<file path="src/inc/sorb_pkg.sv">
// constants for the sensor output register bank
package sorb_pkg;
  localparam logic [7:0] SORB_ADDR_TEMP_HIGH = 8'h14;
  localparam logic [7:0] SORB_ADDR_TEMP_LOW = 8'h15;
  localparam logic [7:0] SORB_ADDR_EXT_HIGH = 8'h16;
  localparam logic [7:0] SORB_ADDR_EXT_LOW = 8'h17;
  localparam logic [7:0] SORB_ADDR_FIFO_PORT = 8'h18;
  localparam logic [7:0] SORB_ADDR_SOFT_RESTART = 8'h1F;
  localparam logic [7:0] SORB_ADDR_THR_HIGH = 8'h20;
  localparam logic [7:0] SORB_ADDR_THR_LOW = 8'h21;
  localparam logic [7:0] SORB_RESTART_CODE = 8'h52;
  localparam logic [7:0] SORB_RESET_VALUE = 8'h00;
  localparam int SORB_RESULT_W = 14;
  localparam int SORB_THR_W = 13;
  localparam int SORB_LOW_POS = 2;
  localparam int SORB_HIGH_POS = 6;
  // host wait after a software restart
  localparam int SORB_RESTART_WAIT_US = 7500;
  localparam int SORB_CLK_MHZ = 100;
  localparam int SORB_RESTART_WAIT_CYC = SORB_RESTART_WAIT_US * SORB_CLK_MHZ;
endpackage

</file>
<file path="src/design/sorb_reg_bank.sv">
// sensor output register bank with fifo read port, soft restart and activity threshold
//
// Overview of operation
// - temperature reads as 14-bit signed: eight top bits high, six low bits at [7:2].
// - external input result reads as 14-bit signed across high and low registers.
// - low result registers keep bits [1:0] zero; results read zero after reset.
// - a read at the fifo port pops one word and starts returning it.
// - a popped word goes out as two bytes, high then low, over reads.
// - continued reads of the fifo port keep popping further words.
// - multibyte reads starting at the fifo port keep the address fixed.
// - auto-increment onto the fifo port skips it without popping.
// - writing 0x52 to the restart register resets all settings and enters standby.
// - after a restart the interrupt outputs float, bus keepers hold level.
// - the restart register is write-only and reads zero.
// - activity compares magnitude of signed 14-bit samples with the 13-bit threshold.
// - threshold bits 12..6 from high register [6:0], bits 5..0 from low [7:2].
// - threshold is in raw codes, so it scales with the selected range.
`timescale 1ns/1ns
`default_nettype none
module sorb_reg_bank
  import sorb_pkg::*;
(
  input wire logic clk_sys_i,
  input wire logic rst_b_i,
  // byte access from the serial interface engine
  input wire logic acc_start_i,
  input wire logic acc_next_i,
  input wire logic acc_write_i,
  input wire logic [7:0] acc_addr_i,
  input wire logic [7:0] acc_wdata_i,
  // converter results, same clock
  input wire logic [SORB_RESULT_W-1:0] temp_value_i,
  input wire logic [SORB_RESULT_W-1:0] ext_input_value_i,
  input wire logic result_valid_i,
  // fifo pop side
  input wire logic [15:0] fifo_word_i,
  input wire logic fifo_empty_i,
  output logic fifo_pop_o,
  // motion sample
  input wire logic [SORB_RESULT_W-1:0] sample_i,
  input wire logic sample_valid_i,
  output logic [7:0] rdata_o,
  output logic [7:0] addr_ptr_o,
  output logic over_threshold_o,
  output logic soft_restart_o,
  output logic standby_o,
  output logic int_oe_b_o
);
  logic [7:0] ptr_q;
  logic [SORB_RESULT_W-1:0] temp_q;
  logic [SORB_RESULT_W-1:0] ext_q;
  logic [SORB_THR_W-1:0] thr_q;
  logic [15:0] word_q;
  logic low_next_q;
  logic [7:0] rdata_q;
  logic pop_q;
  logic over_q;
  logic restart_q;
  logic standby_q;
  logic int_oe_b_q;
  logic [SORB_RESULT_W-1:0] mag;
  logic [7:0] cur_addr;
  logic soft_hit;
  logic fifo_rd;

  function automatic logic [7:0] sorb_low_byte(input logic [SORB_RESULT_W-1:0] v);
    sorb_low_byte = {v[SORB_HIGH_POS-1:0], 2'h0};
  endfunction

  // address of this byte: start address, or pointer for continued bytes
  always_comb begin
    cur_addr = acc_start_i ? acc_addr_i : ptr_q;
  end

  assign soft_hit = acc_write_i && (acc_start_i || acc_next_i) && cur_addr == SORB_ADDR_SOFT_RESTART
    && acc_wdata_i == SORB_RESTART_CODE;
  assign fifo_rd = !acc_write_i && (acc_start_i || acc_next_i) && cur_addr == SORB_ADDR_FIFO_PORT;

  // address pointer
  always_ff @(posedge clk_sys_i) begin
    if (!rst_b_i || soft_hit) begin
      ptr_q <= SORB_RESET_VALUE;
    end else if (acc_start_i || acc_next_i) begin
      if (cur_addr == SORB_ADDR_FIFO_PORT && !acc_write_i) begin
        ptr_q <= cur_addr;
      end else if (cur_addr + 8'h01 == SORB_ADDR_FIFO_PORT) begin
        ptr_q <= cur_addr + 8'h02;
      end else begin
        ptr_q <= cur_addr + 8'h01;
      end
    end
  end

  // result capture
  always_ff @(posedge clk_sys_i) begin
    if (!rst_b_i || soft_hit) begin
      temp_q <= '0;
      ext_q <= '0;
    end else if (result_valid_i) begin
      temp_q <= temp_value_i;
      ext_q <= ext_input_value_i;
    end
  end

  // threshold registers
  always_ff @(posedge clk_sys_i) begin
    if (!rst_b_i || soft_hit) begin
      thr_q <= '0;
    end else if (acc_write_i && (acc_start_i || acc_next_i)) begin
      if (cur_addr == SORB_ADDR_THR_HIGH) begin
        thr_q[SORB_THR_W-1:SORB_HIGH_POS] <= acc_wdata_i[6:0];
      end else if (cur_addr == SORB_ADDR_THR_LOW) begin
        thr_q[SORB_HIGH_POS-1:0] <= acc_wdata_i[7:SORB_LOW_POS];
      end
    end
  end

  // fifo word staging: pop on first byte, low byte on the next
  always_ff @(posedge clk_sys_i) begin
    if (!rst_b_i || soft_hit) begin
      word_q <= '0;
      low_next_q <= 1'b0;
      pop_q <= 1'b0;
    end else begin
      pop_q <= 1'b0;
      if (fifo_rd) begin
        if (!low_next_q) begin
          word_q <= fifo_empty_i ? 16'h0000 : fifo_word_i;
          pop_q <= !fifo_empty_i;
          low_next_q <= 1'b1;
        end else begin
          low_next_q <= 1'b0;
        end
      end
    end
  end

  // read data mux
  always_ff @(posedge clk_sys_i) begin
    if (!rst_b_i || soft_hit) begin
      rdata_q <= '0;
    end else if (!acc_write_i && (acc_start_i || acc_next_i)) begin
      unique case (cur_addr)
        SORB_ADDR_TEMP_HIGH: rdata_q <= temp_q[SORB_RESULT_W-1:SORB_HIGH_POS];
        SORB_ADDR_TEMP_LOW: rdata_q <= sorb_low_byte(temp_q);
        SORB_ADDR_EXT_HIGH: rdata_q <= ext_q[SORB_RESULT_W-1:SORB_HIGH_POS];
        SORB_ADDR_EXT_LOW: rdata_q <= sorb_low_byte(ext_q);
        SORB_ADDR_FIFO_PORT: begin
          if (!low_next_q) begin
            rdata_q <= fifo_empty_i ? 8'h00 : fifo_word_i[15:8];
          end else begin
            rdata_q <= word_q[7:0];
          end
        end
        SORB_ADDR_SOFT_RESTART: rdata_q <= 8'h00;
        SORB_ADDR_THR_HIGH: rdata_q <= {1'b0, thr_q[SORB_THR_W-1:SORB_HIGH_POS]};
        SORB_ADDR_THR_LOW: rdata_q <= {thr_q[SORB_HIGH_POS-1:0], 2'h0};
        default: rdata_q <= 8'h00;
      endcase
    end
  end

  // magnitude of signed sample
  always_comb begin
    mag = sample_i[SORB_RESULT_W-1] ? (~sample_i + 14'h0001) : sample_i;
  end

  // activity compare in raw codes
  always_ff @(posedge clk_sys_i) begin
    if (!rst_b_i || soft_hit) begin
      over_q <= 1'b0;
    end else if (sample_valid_i) begin
      over_q <= mag > {1'b0, thr_q};
    end
  end

  // restart pulse, standby and interrupt pin release
  always_ff @(posedge clk_sys_i) begin
    if (!rst_b_i) begin
      restart_q <= 1'b0;
      standby_q <= 1'b1;
      int_oe_b_q <= 1'b1;
    end else begin
      restart_q <= soft_hit;
      if (soft_hit) begin
        standby_q <= 1'b1;
        int_oe_b_q <= 1'b1;
      end
    end
  end

  assign rdata_o = rdata_q;
  assign addr_ptr_o = ptr_q;
  assign fifo_pop_o = pop_q;
  assign over_threshold_o = over_q;
  assign soft_restart_o = restart_q;
  assign standby_o = standby_q;
  assign int_oe_b_o = int_oe_b_q;

  // read data
  a_temp_high: assert property (@(posedge clk_sys_i) disable iff (!rst_b_i)
    (!acc_write_i && acc_start_i && acc_addr_i == SORB_ADDR_TEMP_HIGH)
    |=> rdata_o == $past(temp_q[13:6]))
    else $error("temperature high wrong");
  a_temp_low: assert property (@(posedge clk_sys_i) disable iff (!rst_b_i)
    (!acc_write_i && acc_start_i && acc_addr_i == SORB_ADDR_TEMP_LOW)
    |=> rdata_o == {$past(temp_q[5:0]), 2'h0})
    else $error("temperature low wrong");
  a_ext_high: assert property (@(posedge clk_sys_i) disable iff (!rst_b_i)
    (!acc_write_i && acc_start_i && acc_addr_i == SORB_ADDR_EXT_HIGH)
    |=> rdata_o == $past(ext_q[13:6]))
    else $error("external high wrong");
  a_ext_low: assert property (@(posedge clk_sys_i) disable iff (!rst_b_i)
    (!acc_write_i && acc_start_i && acc_addr_i == SORB_ADDR_EXT_LOW)
    |=> rdata_o == {$past(ext_q[5:0]), 2'h0})
    else $error("external low wrong");
  a_low_reserved: assert property (@(posedge clk_sys_i) disable iff (!rst_b_i)
    (!acc_write_i && acc_start_i && (acc_addr_i == SORB_ADDR_TEMP_LOW || acc_addr_i == SORB_ADDR_EXT_LOW))
    |=> rdata_o[1:0] == 2'h0)
    else $error("reserved bits set");
  a_restart_reads0: assert property (@(posedge clk_sys_i) disable iff (!rst_b_i)
    (!acc_write_i && acc_start_i && acc_addr_i == SORB_ADDR_SOFT_RESTART)
    |=> rdata_o == 8'h00)
    else $error("restart register read nonzero");
  a_thr_readback: assert property (@(posedge clk_sys_i) disable iff (!rst_b_i)
    (!acc_write_i && acc_start_i && acc_addr_i == SORB_ADDR_THR_HIGH)
    |=> rdata_o == {1'b0, $past(thr_q[12:6])})
    else $error("threshold high read wrong");

  // threshold and activity
  a_thr_high_write: assert property (@(posedge clk_sys_i) disable iff (!rst_b_i)
    (acc_write_i && acc_start_i && acc_addr_i == SORB_ADDR_THR_HIGH)
    |=> thr_q[12:6] == $past(acc_wdata_i[6:0]))
    else $error("threshold high not written");
  a_thr_low_write: assert property (@(posedge clk_sys_i) disable iff (!rst_b_i)
    (acc_write_i && acc_start_i && acc_addr_i == SORB_ADDR_THR_LOW)
    |=> thr_q[5:0] == $past(acc_wdata_i[7:2]))
    else $error("threshold low not written");
  a_over_compare: assert property (@(posedge clk_sys_i) disable iff (!rst_b_i)
    (sample_valid_i && !soft_hit)
    |=> over_threshold_o == (($past(sample_i[13]) ? 15'h0000 - {1'b1, $past(sample_i)}
    : {1'b0, $past(sample_i)}) > {2'h0, $past(thr_q)}))
    else $error("activity compare wrong");
  a_over_hold: assert property (@(posedge clk_sys_i) disable iff (!rst_b_i)
    (!sample_valid_i && !soft_hit)
    |=> $stable(over_threshold_o))
    else $error("activity flag changed without sample");

  // fifo port
  a_fifo_pops: assert property (@(posedge clk_sys_i) disable iff (!rst_b_i)
    (fifo_rd && !low_next_q && !fifo_empty_i && !soft_hit)
    |=> fifo_pop_o)
    else $error("no pop");
  a_empty_no_pop: assert property (@(posedge clk_sys_i) disable iff (!rst_b_i)
    (fifo_rd && fifo_empty_i)
    |=> !fifo_pop_o)
    else $error("pop from empty fifo");
  a_pop_cause: assert property (@(posedge clk_sys_i) disable iff (!rst_b_i)
    fifo_pop_o
    |-> $past(fifo_rd && !low_next_q && !fifo_empty_i))
    else $error("pop without first byte read");
  a_fifo_high: assert property (@(posedge clk_sys_i) disable iff (!rst_b_i)
    (fifo_rd && !low_next_q && !fifo_empty_i)
    |=> rdata_o == $past(fifo_word_i[15:8]))
    else $error("high byte wrong");
  a_second_byte: assert property (@(posedge clk_sys_i) disable iff (!rst_b_i)
    (fifo_rd && low_next_q && !soft_hit)
    |=> (rdata_o == $past(word_q[7:0]) && !fifo_pop_o))
    else $error("low byte wrong");
  a_port_fixed: assert property (@(posedge clk_sys_i) disable iff (!rst_b_i)
    (fifo_rd && !soft_hit)
    |=> addr_ptr_o == SORB_ADDR_FIFO_PORT)
    else $error("pointer moved");
  a_skip_port: assert property (@(posedge clk_sys_i) disable iff (!rst_b_i)
    (acc_next_i && !acc_start_i && ptr_q == SORB_ADDR_EXT_LOW && !soft_hit)
    |=> (addr_ptr_o == SORB_ADDR_FIFO_PORT + 8'h01 && !fifo_pop_o))
    else $error("port not skipped");

  // pointer
  a_ptr_increment: assert property (@(posedge clk_sys_i) disable iff (!rst_b_i)
    (acc_start_i && !soft_hit && acc_addr_i != SORB_ADDR_FIFO_PORT && acc_addr_i + 8'h01 != SORB_ADDR_FIFO_PORT)
    |=> addr_ptr_o == $past(acc_addr_i) + 8'h01)
    else $error("pointer not incremented");
  a_ptr_idle: assert property (@(posedge clk_sys_i) disable iff (!rst_b_i)
    (!acc_start_i && !acc_next_i)
    |=> $stable(addr_ptr_o))
    else $error("pointer moved while idle");

  // software restart
  a_restart_clears: assert property (@(posedge clk_sys_i) disable iff (!rst_b_i)
    soft_hit
    |=> (restart_q && standby_q && int_oe_b_q && thr_q == '0))
    else $error("restart not applied");
  a_restart_results: assert property (@(posedge clk_sys_i) disable iff (!rst_b_i)
    soft_hit
    |=> (temp_q == '0 && ext_q == '0))
    else $error("results kept over restart");
  a_restart_pulse: assert property (@(posedge clk_sys_i) disable iff (!rst_b_i)
    !soft_hit
    |=> !soft_restart_o)
    else $error("restart pulse without command");
  a_restart_ptr: assert property (@(posedge clk_sys_i) disable iff (!rst_b_i)
    soft_hit
    |=> (addr_ptr_o == SORB_RESET_VALUE && rdata_o == SORB_RESET_VALUE && !fifo_pop_o && !over_threshold_o))
    else $error("outputs kept over restart");
  a_pin_release: assert property (@(posedge clk_sys_i) disable iff (!rst_b_i)
    soft_hit
    |=> (int_oe_b_o && standby_o))
    else $error("interrupt pins driven after restart");
endmodule
`default_nettype wire

</file>
<file path="config.mk">
export PLATFORM = sky130hd
export DESIGN_NAME = sorb_reg_bank
export DESIGN_NICKNAME = d
export VERILOG_FILES = /design/src/inc/sorb_pkg.sv /design/src/design/sorb_reg_bank.sv
export SDC_FILE = /design/constraint.sdc
export NUM_CORES = 1
export LEC_CHECK = 0
export BUFFER_PORTS_ARGS = -buffer_cell sky130_fd_sc_hd__buf_4
export CAP_MARGIN = 0
export CORE_MARGIN = 3
export CORE_UTILIZATION = 25
export CTS_CLUSTER_DIAMETER = 40
export DETAILED_ROUTE_END_ITERATION = 6
export SLEW_MARGIN = 10
export SYNTH_ARGS = -nofsm -noshare
export SYNTH_HDL_FRONTEND = slang
export SYNTH_SLANG_ARGS = --single-unit
</file>
<file path="constraint.sdc">
create_clock -name clk_sys_i -period 5.1 [get_ports clk_sys_i]
set_input_delay 0.255 -clock clk_sys_i [delete_from_list [all_inputs] [get_ports clk_sys_i]]
set_output_delay 0.255 -clock clk_sys_i [all_outputs]
set_load 0.01 [all_outputs]
</file>
=== Yosys cells after proc, flatten, opt, wreduce, memory -nomap -nowiden ===
Cells that the tools add are included.

* Logic and storage cells: 53
* Output and inout bits: 21
* Input port bits: 82
* Bits in registers: 69

* Eq/ne operators: 10
* Reductions and logical operators: 15
* Magnitude comparators: 1
* Bitwise operators: 4
* Multiplexer cells: 9
* Add/subtract/negate cells: 3

{| class="wikitable"
|+ Operators with widths
! kind !! count
|-
| 8-bit by 5-bit equality test with 1-bit output, second input constant || 7
|-
| 8-bit one-hot mux with 7 select lines || 1
|-
| 8-bit two-way mux || 6
|-
| 8-bit by 6-bit equality test with 1-bit output, second input constant || 2
|-
| 14-bit by 1-bit adder with 14-bit output, second input constant || 1
|-
| 14-bit by 13-bit > comparator with 1-bit output || 1
|-
| 14-bit two-way mux || 1
|-
| 14-bit NOT || 1
|-
| 8-bit by 1-bit adder with 8-bit output, second input constant || 1
|-
| 8-bit by 2-bit adder with 8-bit output, second input constant || 1
|-
| 8-bit by 7-bit equality test with 1-bit output, second input constant || 1
|-
| 1-bit logical AND || 6
|-
| 2-bit AND reduction || 2
|-
| 1-bit zero test || 3
|-
| 1-bit NOT || 3
|-
| 3-bit AND reduction || 1
|-
| 3-bit OR reduction || 1
|-
| 1-bit logical OR || 2
|-
| 1-bit two-way mux || 1
|}

=== Longest topological paths before layout ===
Gate-level depths: netlist of run 1.

* Depth after elaboration: 6
* Depth in mapped cells: 14
* Depth with buffers taken out: 12

=== Worst setup path after synthesis of run 1 ===
Ideal clock, no wire load.

* Kind: in2reg
* From: input acc_start_i
* To: register ptr_q[0], in the netlist addr_ptr_o[0]
* Library setup time: 62 ps
* Path slack: 1835 ps
* Arrival: 3204 ps
* Stages: 13
* Required time: 5038 ps
* Buffers on the path: 4
* Path through: buf_6 -> buf_2 -> buf_1 -> mux2i_1 -> inv_1 -> ha_1 -> buf_2 -> and3_1 -> or3_4 -> a2111oi_4 -> nand4b_2 -> or4_1 -> nand3_1

* Cells in the longest elaborated chain, start to end: 5
* Elaborated cells on any way between the ends: 14
* Classes of those cells: add/sub (2); eq/ne (3); mux (3); reduce/logical (6)

{| class="wikitable"
|+ RTL lines
! element !! RTL line !! source
|-
| from (decl) || sorb_reg_bank.sv:26 || <nowiki>input wire logic acc_start_i,</nowiki>
|-
| 8-bit two-way mux / 1-bit logical OR (equally long branches) || sorb_reg_bank.sv:72, sorb_reg_bank.sv:75, sorb_reg_bank.sv:83 ||
|-
| 8-bit by 1-bit adder with 8-bit output (tied with other cells) || sorb_reg_bank.sv:86, sorb_reg_bank.sv:89 ||
|-
| 8-bit by 5-bit equality test with 1-bit output / 1-bit logical AND (equally long branches) || sorb_reg_bank.sv:86, sorb_reg_bank.sv:75 ||
|-
| 8-bit two-way mux / 1-bit logical AND (equally long branches) || sorb_reg_bank.sv:86, sorb_reg_bank.sv:76 ||
|-
| 8-bit two-way mux / 1-bit logical OR (equally long branches) || sorb_reg_bank.sv:84, sorb_reg_bank.sv:81 ||
|-
| to (signal assigned) || sorb_reg_bank.sv:85 || <nowiki>ptr_q <= cur_addr;</nowiki>
|-
| to (signal assigned) || sorb_reg_bank.sv:87 || <nowiki>ptr_q <= cur_addr + 8'h02;</nowiki>
|-
| to (signal assigned) || sorb_reg_bank.sv:89 || <nowiki>ptr_q <= cur_addr + 8'h01;</nowiki>
|-
| to (decl) || sorb_reg_bank.sv:49 || <nowiki>logic [7:0] ptr_q;</nowiki>
|}

Several ways; a longest one is shown, not always the timed one.
A chain may end at the register's enable or synchronous reset.

=== Final worst setup path of run 1 ===
* From: register ptr_q[0], in the netlist addr_ptr_o[0]
* To: register rdata_q[3], in the netlist rdata_o[3]

* Cells in the longest elaborated chain, start to end: 5
* Elaborated cells on any way between the ends: 13
* Classes of those cells: eq/ne (8); mux (2); reduce/logical (3)

{| class="wikitable"
|+ RTL lines
! element !! RTL line !! source
|-
| 8-bit two-way mux (*) || sorb_reg_bank.sv:72 || <nowiki>cur_addr = acc_start_i ? acc_addr_i : ptr_q;</nowiki>
|-
| branches (longest 4 deep; another with 8-bit by 6-bit equality test with 1-bit output) || - ||
|-
| to (signal assigned) || sorb_reg_bank.sv:144 || <nowiki>SORB_ADDR_TEMP_HIGH: rdata_q <= temp_q[SORB_RESULT_W-1:SORB_HIGH_POS];</nowiki>
|-
| to (signal assigned) || sorb_reg_bank.sv:145 || <nowiki>SORB_ADDR_TEMP_LOW: rdata_q <= sorb_low_byte(temp_q);</nowiki>
|-
| to (signal assigned) || sorb_reg_bank.sv:146 || <nowiki>SORB_ADDR_EXT_HIGH: rdata_q <= ext_q[SORB_RESULT_W-1:SORB_HIGH_POS];</nowiki>
|-
| to (decl) || sorb_reg_bank.sv:55 || <nowiki>logic [7:0] rdata_q;</nowiki>
|}

Mark *: on every way between the ends.

==> summary.txt, run 1 <==
STA
  • Post-layout min period: just under 3 ns
  • Tightest Pin Transition: around 0.55 ns
  • Final Max Slew Viols: 0
  • Final hold viol count: 0
  • # setup viols final: 0
  • Skew final: slightly above 0.007 ns
  • Setup tns final: 0 ns
  • RSZ-0062 raised after global routing: false
  • Period utilization: 0.580
  • Worst relative slew slack: 0.630
  • Fmax achieved: between 0.3 and 0.4 GHz

Finish
  • Storage cell area: approximately 1400 sq um
  • Share of layout cells above drive strength 1: 0.228
  • Commonest non-fill, non-tap cells in the layout: 104 x buf_4, 69 x dfxtp_1, 58 x nor2_1
  • Nets: a little under 700
  • Multi-input gate area: ~2700 sq um
  • Fillers: roughly 1800
  • Area Overhead vs Synth: 28.0%
  • Antenna Cells: 0
  • Core Util, Final: 0.328
  • Commonest non-fill, non-tap cell in the layout: buf_4
  • Final non-filler cell total: between 800 and 900

Yosys
  • Ys flop type: dfxtp_1
  • Mapped Cells: just over 500
  • Synth warn: 0
  • Post-synthesis cell type count: 64
  • Flops & latches, synth: between 60 and 70
  • Post-synth ARST share: 0
  • Synthesized area per cell: approximately 8.4 sq um
  • Post-synth EDFFs: 0
  • Sequential area share after synthesis: 0.324
  • Synthesized area: between 4000 and 5000 sq um

Placement
  • HPWL Detailed: around 10 mm
  • Gp weighted congestion: about 0.8
  • I/O Buffers: 100
  • Placed cells: roughly 800

Job
  • Max-Cap Viols: 0

Global routing
  • Largest net degree at the start of global routing: around 50
  • Met1 Use GR: 0.199
  • Met3 Use GR: 0.0360
  • GRT overflow: 0
  • Initial antenna violation count: 0
  • Global-route wire length before repair: slightly above 20 mm
  • Number of global-route vias before repair: about 3700
  • Gr usage total: 0.140
  • Gr busiest metal: met2
  • Routing usage on met2: 0.207

Hold path
  • HP Start: ext_input_value_i[3]
  • Hold depth: 3
  • HP Class: in -> reg

Clock network
  • CTS tree: yes
  • Root Driver: clkbuf_16
  • Total CTS buffers: 9
  • H-Tree Level Count: 3
  • PostCTS Resize Cnt: 0
  • Setup bufs post-CTS: 0
  • Cts hold-fix bufs: 0
  • Clk Latency, worst-skew pair: approximately 0.34 ns
  • Clock transition at path regs: ~0.06 ns
  • Clock Tree Buf Depth: 2
  • Sink Count: 69

Floorplanning
  • Rows: between 40 and 50
  • I/O pins: 103
  • Die Height: between 100 and 150 microns
  • Die width: about 140 microns
  • Die area: between 15000 and 20000 sq um
  • Starting Density: 0.256
  • Core area: between 15000 and 20000 sq um

Setup path
  • CP max FO: 48
  • Crit path launch type: flop
  • CP Launch Point: addr_ptr_o[0]
  • Total stage count of the critical path: 10
  • CP top delay family: simple AND/OR/NAND/NOR gates
  • Largest stage delay, worst path: about 0.47 ns
  • R2r setup slk: between 2 and 2.5 ns
  • CP arrival: around 3.2 ns
  • Cell mode on critical path: nand2_1
  • CP endpoint kind: flop
  • WP data required: approximately 5.3 ns
  • Critical path buffer and inverter count: 2
  • Reg-to-reg startpoint: addr_ptr_o[0]
  • Worst path slowest cell: buf_4
  • CP Class: reg -> reg
  • Worst-case reg-to-reg path depth: 10
  • Crit-path cells: mux2i_1 -> inv_1 -> ha_1 -> nand4b_1 -> and2_1 -> o31ai_4 -> buf_4 -> nor2_1 -> nand2_1 -> nand2_1

Drt
  • Via/cell ratio: roughly 4.8
  • DR iter-0 viols: 327
  • Drt first pass iters: 5
  • Antenna-violating nets left: 0
  • Total routed wirelength: about 13 mm
  • Drc violations: 0
  • Vias after detailed routing: roughly 4000
  • Per-cell routed wire length: 15.9 microns

Run status
  • Status: finished clean

Power
  • Sw frac: 0.282
  • Peak VDD IR: approximately 0.16 mV
  • P_leak: approximately 2.3 nW
  • Flop pwr share: 0.407
  • Pwr Density: between 200 and 300 nW/um^2
  • Net Sw Power: about 400 uW
  • Comb pwr share: 0.176
  • Power Total: ~1.4 mW
  • Internal power: between 1 and 1.5 mW
  • Share of power burned in the clock network: 0.417
## power groups by stage
stage,sequential [mW],clock (mW),combinational [mW]
after floorplan,0.588,0,0.150
after global placement,0.593,0,0.251
after detailed placement,0.593,0,0.253
after CTS,0.582,0.613,0.254
after global routing,0.585,0.640,0.281
final,0.582,0.597,0.251
## final cells by class
type	instances	area share
clock inverters	6	0.00826
well taps	220	0.0505
multi-input cells	387	0.486
clock buffers	10	0.0438
repair buffers	104	0.143
flip-flops and latches	69	0.253
inverters	21	0.0145
## worst reg2reg max path: cells and delay by family (launching register included)
kind | cells | cell delay (ns)
and+or+nand+nor | 5 | 0.89
muxes | 1 | 0.18
AOI/OAI and AO/OA | 1 | 0.27
buffers and inverters | 2 | 0.63
DFF | 1 | 0.43
adders and majority gates | 1 | 0.45
## final timing paths
check	end
min reg2reg	word_q[4]
max reg2reg	rdata_o[3]
max	rdata_o[3]
min	ext_q[3]
## per-stage QoR
step	hold WS, ns	setup slack [ns]	cell area (sq um)
floorplan	0.374	1.83	4260
detailed placement	0.452	1.92	5170
CTS	0.142	2.16	5450
global placement	0.444	2.00	5170
finish	0.149	2.14	5450
global route	0.150	1.86	5450
## cell usage after synthesis, drive strengths merged, types with 2 or more instances
library cell | instances | area share
inv | 21 | 0.019
xnor2 | 14 | 0.029
nor2b | 2 | 0.0029
ha | 19 | 0.056
nor3 | 6 | 0.011
nand3 | 38 | 0.047
a221oi | 2 | 0.0041
and3 | 3 | 0.0044
o31ai | 12 | 0.021
a222oi | 2 | 0.0047
a22oi | 8 | 0.014
nand4b | 4 | 0.0097
a22o | 4 | 0.0082
nand4 | 6 | 0.0088
or3 | 2 | 0.0041
nor3b | 3 | 0.0065
clkbuf | 12 | 0.011
nand3b | 13 | 0.023
nor4b | 2 | 0.0041
nand2 | 43 | 0.038
a31oi | 2 | 0.0029
o21ai | 18 | 0.021
a21oi | 25 | 0.029
buf | 21 | 0.028
nor2 | 58 | 0.051
o21bai | 3 | 0.0053
or3b | 4 | 0.0082
or4 | 2 | 0.0035
o22ai | 6 | 0.010
a211oi | 6 | 0.013
dfxtp | 69 | 0.32
mux2i | 48 | 0.11
nand2b | 3 | 0.0044
a21boi | 3 | 0.0053
a21o | 5 | 0.0088
nor4 | 6 | 0.012
## kinds of logic (layout without fill, tap and decap cells)
| group | after synthesis | in the layout | share of synthesized area |
|---|---|---|---|
| other | 1 | 2 | 0.000880 |
| adders and majority gates | 19 | 19 | 0.0558 |
| DFF | 69 | 69 | 0.324 |
| buffers and inverters | 54 | 141 | 0.0576 |
| xor gates and xnor gates | 14 | 14 | 0.0288 |
| AOI/OAI and AO/OA | 102 | 102 | 0.166 |
| muxes | 49 | 49 | 0.115 |
| and+or+nand+nor | 201 | 201 | 0.252 |
## metal layers
metal / vias to the layer above / routed length (microns)
li1: 2002 / -
met1: 1781 / 6250
met2: 107 / 5800
met3: 15 / 660
met4: 0 / 244
met5: - / 0
## registers in the layout (all words and copies together), names as in the netlist
register / count
ext_q: 14
temp_q: 14
thr_q: 13
addr_ptr_o: 8
rdata_o: 8
word_q: 8
fifo_pop_o: 1
low_next_q: 1
over_threshold_o: 1
soft_restart_o: 1
Note: power is estimated with default switching activity, not from simulation.
==> inputs of run 2 (changes only) <==
clock period = 3 ns   (was 5.1 ns; I/O delays follow)
==> summary.txt, run 2 (synthesized netlist as in run 1, its figures left out) <==
Run status
  • Status: finished clean

STA
  • Fmax achieved: 0.378 GHz (+12%)
  • Final hold viol count: 0 (unchanged)
  • Post-layout min period: 2.64 ns (-0.314 ns)
  • Skew final: 0.00656 ns (-0.000527 ns)
  • Period utilization: 0.881 (+0.301)
  • Final Max Slew Viols: 0 (unchanged)
  • Setup ws final: 0.356 ns (-1.79 ns)
  • RSZ-0062 raised after global routing: false
  • Worst relative slew slack: 0.611 (-0.0191)
  • Tightest Pin Transition: 0.582 ns (+0.0286 ns)
  • # setup viols final: 0 (unchanged)
  • Setup tns final: 0 ns (unchanged)

Power
  • Comb pwr share: 0.176 (about the same)
  • Share of power burned in the clock network: 0.430 (+0.013)
  • P_leak: 2.32 nW (+2.3%)
  • Peak VDD IR: 0.281 mV (+72%)
  • Net Sw Power: 671 uW (+66%)
  • Internal power: 1.84 mW (+79%)
  • Sw frac: 0.268 (-0.0145)
  • Pwr Density: 453 nW/um^2 (+73%)
  • Flop pwr share: 0.394 (-0.013)

Finish
  • Nets: 701 (+1.2%)
  • Area Overhead vs Synth: 29.9%
  • Commonest non-fill, non-tap cells in the layout: 112 x buf_4, 69 x dfxtp_1, 58 x nor2_1
  • Final non-filler cell total: 825 (+0.98%)
  • Share of layout cells above drive strength 1: 0.238 (+0.0102)
  • Core Util, Final: 0.333 (+0.00496)
  • Antenna Cells: 0 (unchanged)
  • Commonest non-fill, non-tap cell in the layout: buf_4
  • Fillers: 1728 (-2.4%)
  • Biggest regs: ext_q x14, temp_q x14, thr_q x13

Drt
  • Vias after detailed routing: 3969 (+1.6%)
  • Via/cell ratio: 4.81 (+0.65%)
  • Total routed wirelength: 12.9 mm (-0.21%)
  • Per-cell routed wire length: 15.7 microns (-1.2%)
  • DR iter-0 viols: 232 (-29%)
  • Drc violations: 0 (unchanged)
  • Drt first pass iters: 5 (unchanged)
  • Antenna-violating nets left: 0 (unchanged)

Global routing
  • Number of global-route vias before repair: 3778 (+1.3%)
  • Gr usage total: 0.140 (+0.000474)
  • Global-route wire length before repair: 20.2 mm (about the same)
  • Initial antenna violation count: 0 (unchanged)
  • GRT overflow: 0 (unchanged)
  • Largest net degree at the start of global routing: 29 (-41%)

Setup path
  • CP endpoint kind: flop
  • CP Class: reg -> reg
  • CP top delay family: simple AND/OR/NAND/NOR gates
  • End of the worst register-to-register path: addr_ptr_o[0]
  • Crit path launch type: flop
  • WP data required: 3.28 ns (-2.04 ns)
  • CP arrival: 2.92 ns (-0.26 ns)
  • Worst-case reg-to-reg path depth: 9 (-1)
  • Critical path buffer and inverter count: 1 (-1)
  • Largest stage delay, worst path: 0.48 ns (about the same)
  • Reg-to-reg startpoint: addr_ptr_o[2]
  • Crit-path cells: mux2_2 -> ha_1 -> buf_4 -> a21oi_1 -> or3_4 -> a2111oi_4 -> nand4b_2 -> or4_1 -> nand3_1
  • R2r setup slk: 0.36 ns (-1.79 ns)
  • Worst path slowest cell: dfxtp_1
  • CP max FO: 9 (-81%)

Clock network
  • H-Tree Level Count: 3 (unchanged)
  • Total CTS buffers: 9 (unchanged)
  • Clk Latency, worst-skew pair: 0.34 ns (about the same)
  • Setup bufs post-CTS: 0 (unchanged)
  • CTS tree: yes
  • Root Driver: clkbuf_16
  • Sink Count: 69 (unchanged)
  • Cts hold-fix bufs: 0 (unchanged)
  • Clock Tree Buf Depth: 2 (unchanged)
  • PostCTS Resize Cnt: 0 (unchanged)
  • Clock transition at path regs: 0.06 ns (about the same)

Floorplanning
  • Die Height: 137 microns (unchanged)
  • Die width: 137 microns (unchanged)
  • Core area: 16600 sq um (unchanged)
  • I/O pins: 103 (unchanged)
  • Die area: 18600 sq um (unchanged)
  • Starting Density: 0.256 (unchanged)
  • Rows: 47 (unchanged)

Hold path
  • Hold depth: 3 (unchanged)
  • HP Class: in -> reg
  • Worst Hold Path EP: temp_q[10]
  • HP Start: temp_value_i[10]

Placement
  • I/O Buffers: 100 (unchanged)
  • Placed cells: 809 (+1.0%)
  • Dpl ws: 0.378 ns (-1.54 ns)
  • Gp weighted congestion: 0.788 (-1.3%)
  • HPWL Detailed: 10.1 mm (+1.0%)

Job
  • Max-Cap Viols: 0 (unchanged)
## run 2: worst reg2reg max path, stage by stage, from the launching register on
cell and delay, ns:
dfxtp_1 0.48, mux2_2 0.24, ha_1 0.17, buf_4 0.14, a21oi_1 0.06, or3_4 0.39
a2111oi_4 0.31, nand4b_2 0.24, or4_1 0.45, nand3_1 0.09
## run 2: metrics by stage
| stage | cell area (sq um) | total power, mW | hold slack [ns] |
|---|---|---|---|
| floorplan | 4270 | 1.26 | 0.269 |
| global placement | 5230 | 1.45 | 0.383 |
| detailed placement | 5230 | 1.45 | 0.393 |
| CTS | 5530 | 2.54 | 0.0386 |
| global route | 5530 | 2.63 | 0.0464 |
| finish | 5530 | 2.51 | 0.0469 |
## run 2: final cells by class
class / count / area [sq um] / area share
Multi-Input combinational cell: 387 / 2660 / 0.480
Sequential cell: 69 / 1380 / 0.250
Timing Repair Buffer: 112 / 841 / 0.152
Tap cell: 220 / 275 / 0.0497
Clock buffer: 11 / 243 / 0.0439
Inverter: 21 / 78.8 / 0.0142
Clock inverter: 5 / 60.1 / 0.0109
## run 2: worst max path at each step
stage	from	to	slack, ns	cells past startpoint
5_1_grt	addr_ptr_o[2]	addr_ptr_o[0]	0.21	9
6_report	addr_ptr_o[2]	addr_ptr_o[0]	0.36	9
4_1_cts	addr_ptr_o[2]	addr_ptr_o[0]	0.37	9
3_5_place_dp	acc_start_i	addr_ptr_o[0]	0.38	9
3_3_place_gp	acc_start_i	addr_ptr_o[0]	0.42	10
2_1_floorplan	acc_start_i	addr_ptr_o[0]	0.02	13
## run 2: metal layers
| metal | GRT usage | routed length [microns] | part of all wire | vias up |
|---|---|---|---|---|
| li1 | - | - | - | 2022 |
| met3 | 0.0335 | 738 | 0.057 | 9 |
| met1 | 0.200 | 6370 | 0.49 | 1834 |
| met2 | 0.217 | 5730 | 0.44 | 104 |
| met5 | 0 | 0 | 0 | - |
| met4 | 0.0269 | 89 | 0.0069 | 0 |
## run 2: power by group through the flow
stage / Sequential, mW / Clock, mW / Combinational (mW)
finish: 0.989 / 1.08 / 0.442
global route: 0.994 / 1.14 / 0.495
CTS: 0.989 / 1.10 / 0.446
detailed placement: 1.01 / 0 / 0.443
global placement: 1.01 / 0 / 0.441
floorplan: 1.00 / 0 / 0.256
==> inputs of run 3 (changes only) <==
RECOVER_POWER = 100   (was default)
==> summary.txt, run 3 (synthesized netlist as in run 1, its figures left out) <==
Run status
  • Status: finished clean

Setup path
  • Critical path buffer and inverter count: 1 (unchanged)
  • CP max FO: 9 (unchanged)
  • WP data required: 3.28 ns (about the same)
  • CP arrival: 2.97 ns (+0.05 ns)
  • End of the worst register-to-register path: addr_ptr_o[0]
  • CP Class: reg -> reg
  • R2r setup slk: 0.31 ns (-0.05 ns)
  • CP endpoint kind: flop
  • Crit-path cells: mux2_1 -> ha_1 -> buf_4 -> a21oi_1 -> or3_4 -> a2111oi_4 -> nand4b_1 -> or4_1 -> nand3_1
  • Worst-case reg-to-reg path depth: 9 (unchanged)
  • Largest stage delay, worst path: 0.48 ns (about the same)
  • Crit path launch type: flop
  • Worst path slowest cell: or4_1
  • CP top delay family: simple AND/OR/NAND/NOR gates
  • Reg-to-reg startpoint: addr_ptr_o[2]

Hold path
  • HP Class: in -> reg
  • Worst Hold Path EP: temp_q[10]
  • HP Start: temp_value_i[10]
  • Hold depth: 3 (unchanged)

Finish
  • Commonest non-fill, non-tap cells in the layout: 92 x buf_4, 69 x dfxtp_1, 58 x nor2_1
  • Biggest regs: ext_q x14, temp_q x14, thr_q x13
  • Share of layout cells above drive strength 1: 0.200 (-0.0380)
  • Antenna Cells: 0 (unchanged)
  • Fillers: 1746 (+1.0%)
  • Nets: 701 (unchanged)
  • Fin area: 5440 sq um (-1.6%)
  • Core Util, Final: 0.327 (-0.00541)
  • Commonest non-fill, non-tap cell in the layout: buf_4
  • Area Overhead vs Synth: 27.8%

STA
  • Setup ws final: 0.308 ns (-0.0476 ns)
  • Skew final: 0.00633 ns (-0.000230 ns)
  • Final hold viol count: 0 (unchanged)
  • RSZ-0062 raised after global routing: false
  • Tightest Pin Transition: 0.514 ns (-0.0674 ns)
  • Period utilization: 0.897 (+0.0159)
  • Post-layout min period: 2.69 ns (+0.0476 ns)
  • Final Max Slew Viols: 0 (unchanged)
  • # setup viols final: 0 (unchanged)
  • Setup tns final: 0 ns (unchanged)
  • Worst relative slew slack: 0.656 (+0.0451)
  • Fmax achieved: 0.372 GHz (-1.8%)

Placement
  • I/O Buffers: 100 (unchanged)
  • Dpl ws: 0.378 ns (unchanged)
  • Gp weighted congestion: 0.788 (unchanged)
  • Dpl cell area: 5230 sq um (unchanged)
  • HPWL Detailed: 10.1 mm (unchanged)

Drt
  • Drc violations: 0 (unchanged)
  • Total routed wirelength: 12.9 mm (about the same)
  • Antenna-violating nets left: 0 (unchanged)
  • Per-cell routed wire length: 15.7 microns (about the same)
  • Via/cell ratio: 4.78 (-0.71%)
  • DR iter-0 viols: 242 (+4.3%)
  • Vias after detailed routing: 3941 (-0.71%)
  • Drt first pass iters: 4 (-1)

Clock network
  • CTS tree: yes
  • H-Tree Level Count: 3 (unchanged)
  • Total CTS buffers: 9 (unchanged)
  • Setup bufs post-CTS: 0 (unchanged)
  • Clock transition at path regs: 0.06 ns (about the same)
  • Sink Count: 69 (unchanged)
  • Clock Tree Buf Depth: 2 (unchanged)
  • Root Driver: clkbuf_16
  • Clk Latency, worst-skew pair: 0.34 ns (about the same)
  • PostCTS Resize Cnt: 0 (unchanged)
  • Cts hold-fix bufs: 0 (unchanged)

Power
  • Power Total: 2.49 mW (-0.55%)
  • P_leak: 2.23 nW (-3.5%)
  • Pwr Density: 458 nW/um^2 (+1.1%)
  • Peak VDD IR: 0.280 mV (-0.28%)

Job
  • Max-Cap Viols: 0 (unchanged)

Floorplanning
  • Starting Density: 0.256 (unchanged)
  • Die Height: 137 microns (unchanged)
  • Core area: 16600 sq um (unchanged)
  • Die area: 18600 sq um (unchanged)
  • Die width: 137 microns (unchanged)
  • I/O pins: 103 (unchanged)
  • Rows: 47 (unchanged)

Global routing
  • Global-route wire length before repair: 20.2 mm (unchanged)
  • Initial antenna violation count: 0 (unchanged)
  • Gr usage total: 0.140 (unchanged)
  • Number of global-route vias before repair: 3778 (unchanged)
  • Largest net degree at the start of global routing: 29 (unchanged)
  • GRT overflow: 0 (unchanged)
-- run 3: changes by cell type in the layout (fill, tap and decap cells not counted), moves of 2 or more --
cell      before  now
buf_4        112   92
clkbuf_1       1   20
a211oi_1       4    6
a211oi_2       2    0
-- run 3: per-layer routing --
metal | vias to the layer above | routed length, microns | global-route usage
met5 | - | 0 | 0
met4 | 0 | 89 | 0.0269
met3 | 9 | 758 | 0.0335
met2 | 107 | 5740 | 0.217
met1 | 1803 | 6340 | 0.200
li1 | 2022 | - | -
-- run 3: power breakdown --
group          total [mW]  internal (mW)  switching, mW
Combinational       0.429          0.204          0.225
Sequential          0.989          0.953         0.0354
Clock                1.08          0.667          0.409
Total                2.49           1.83          0.669
-- run 3: area by class of cell --
class / count / area [sq um] / area share
multi-input cells: 387 / 2640 / 0.485
flip-flops and latches: 69 / 1380 / 0.254
repair buffers: 112 / 767 / 0.141
well taps: 220 / 275 / 0.0506
clock buffers: 11 / 243 / 0.0446
inverters: 21 / 78.8 / 0.0145
clock inverters: 5 / 60.1 / 0.0110
-- run 3: worst max path at each step --
stage                             start             to  slack (ns)  cells past startpoint
after detailed placement    acc_start_i  addr_ptr_o[0]        0.38                      9
after CTS                 addr_ptr_o[2]  addr_ptr_o[0]        0.37                      9
after global routing      addr_ptr_o[0]      word_q[4]        0.11                      7
after floorplan             acc_start_i  addr_ptr_o[0]        0.02                     13
after global placement      acc_start_i  addr_ptr_o[0]        0.42                     10
final                     addr_ptr_o[2]  addr_ptr_o[0]        0.31                      9
-- run 3: metrics by stage --
| stage | hold slack [ns] | cells |
|---|---|---|
| floorplan | 0.269 | 510 |
| global placement | 0.383 | 809 |
| detailed placement | 0.393 | 809 |
| CTS | 0.0386 | 825 |
| global route | 0.0464 | 825 |
| finish | 0.0472 | 825 |
-- run 3: tightest hold or removal path, delay by kind of cell --
family                 cells  cell delay, ns
and+or+nand+nor            1            0.07
buffers and inverters      1            0.08
muxes                      1            0.05
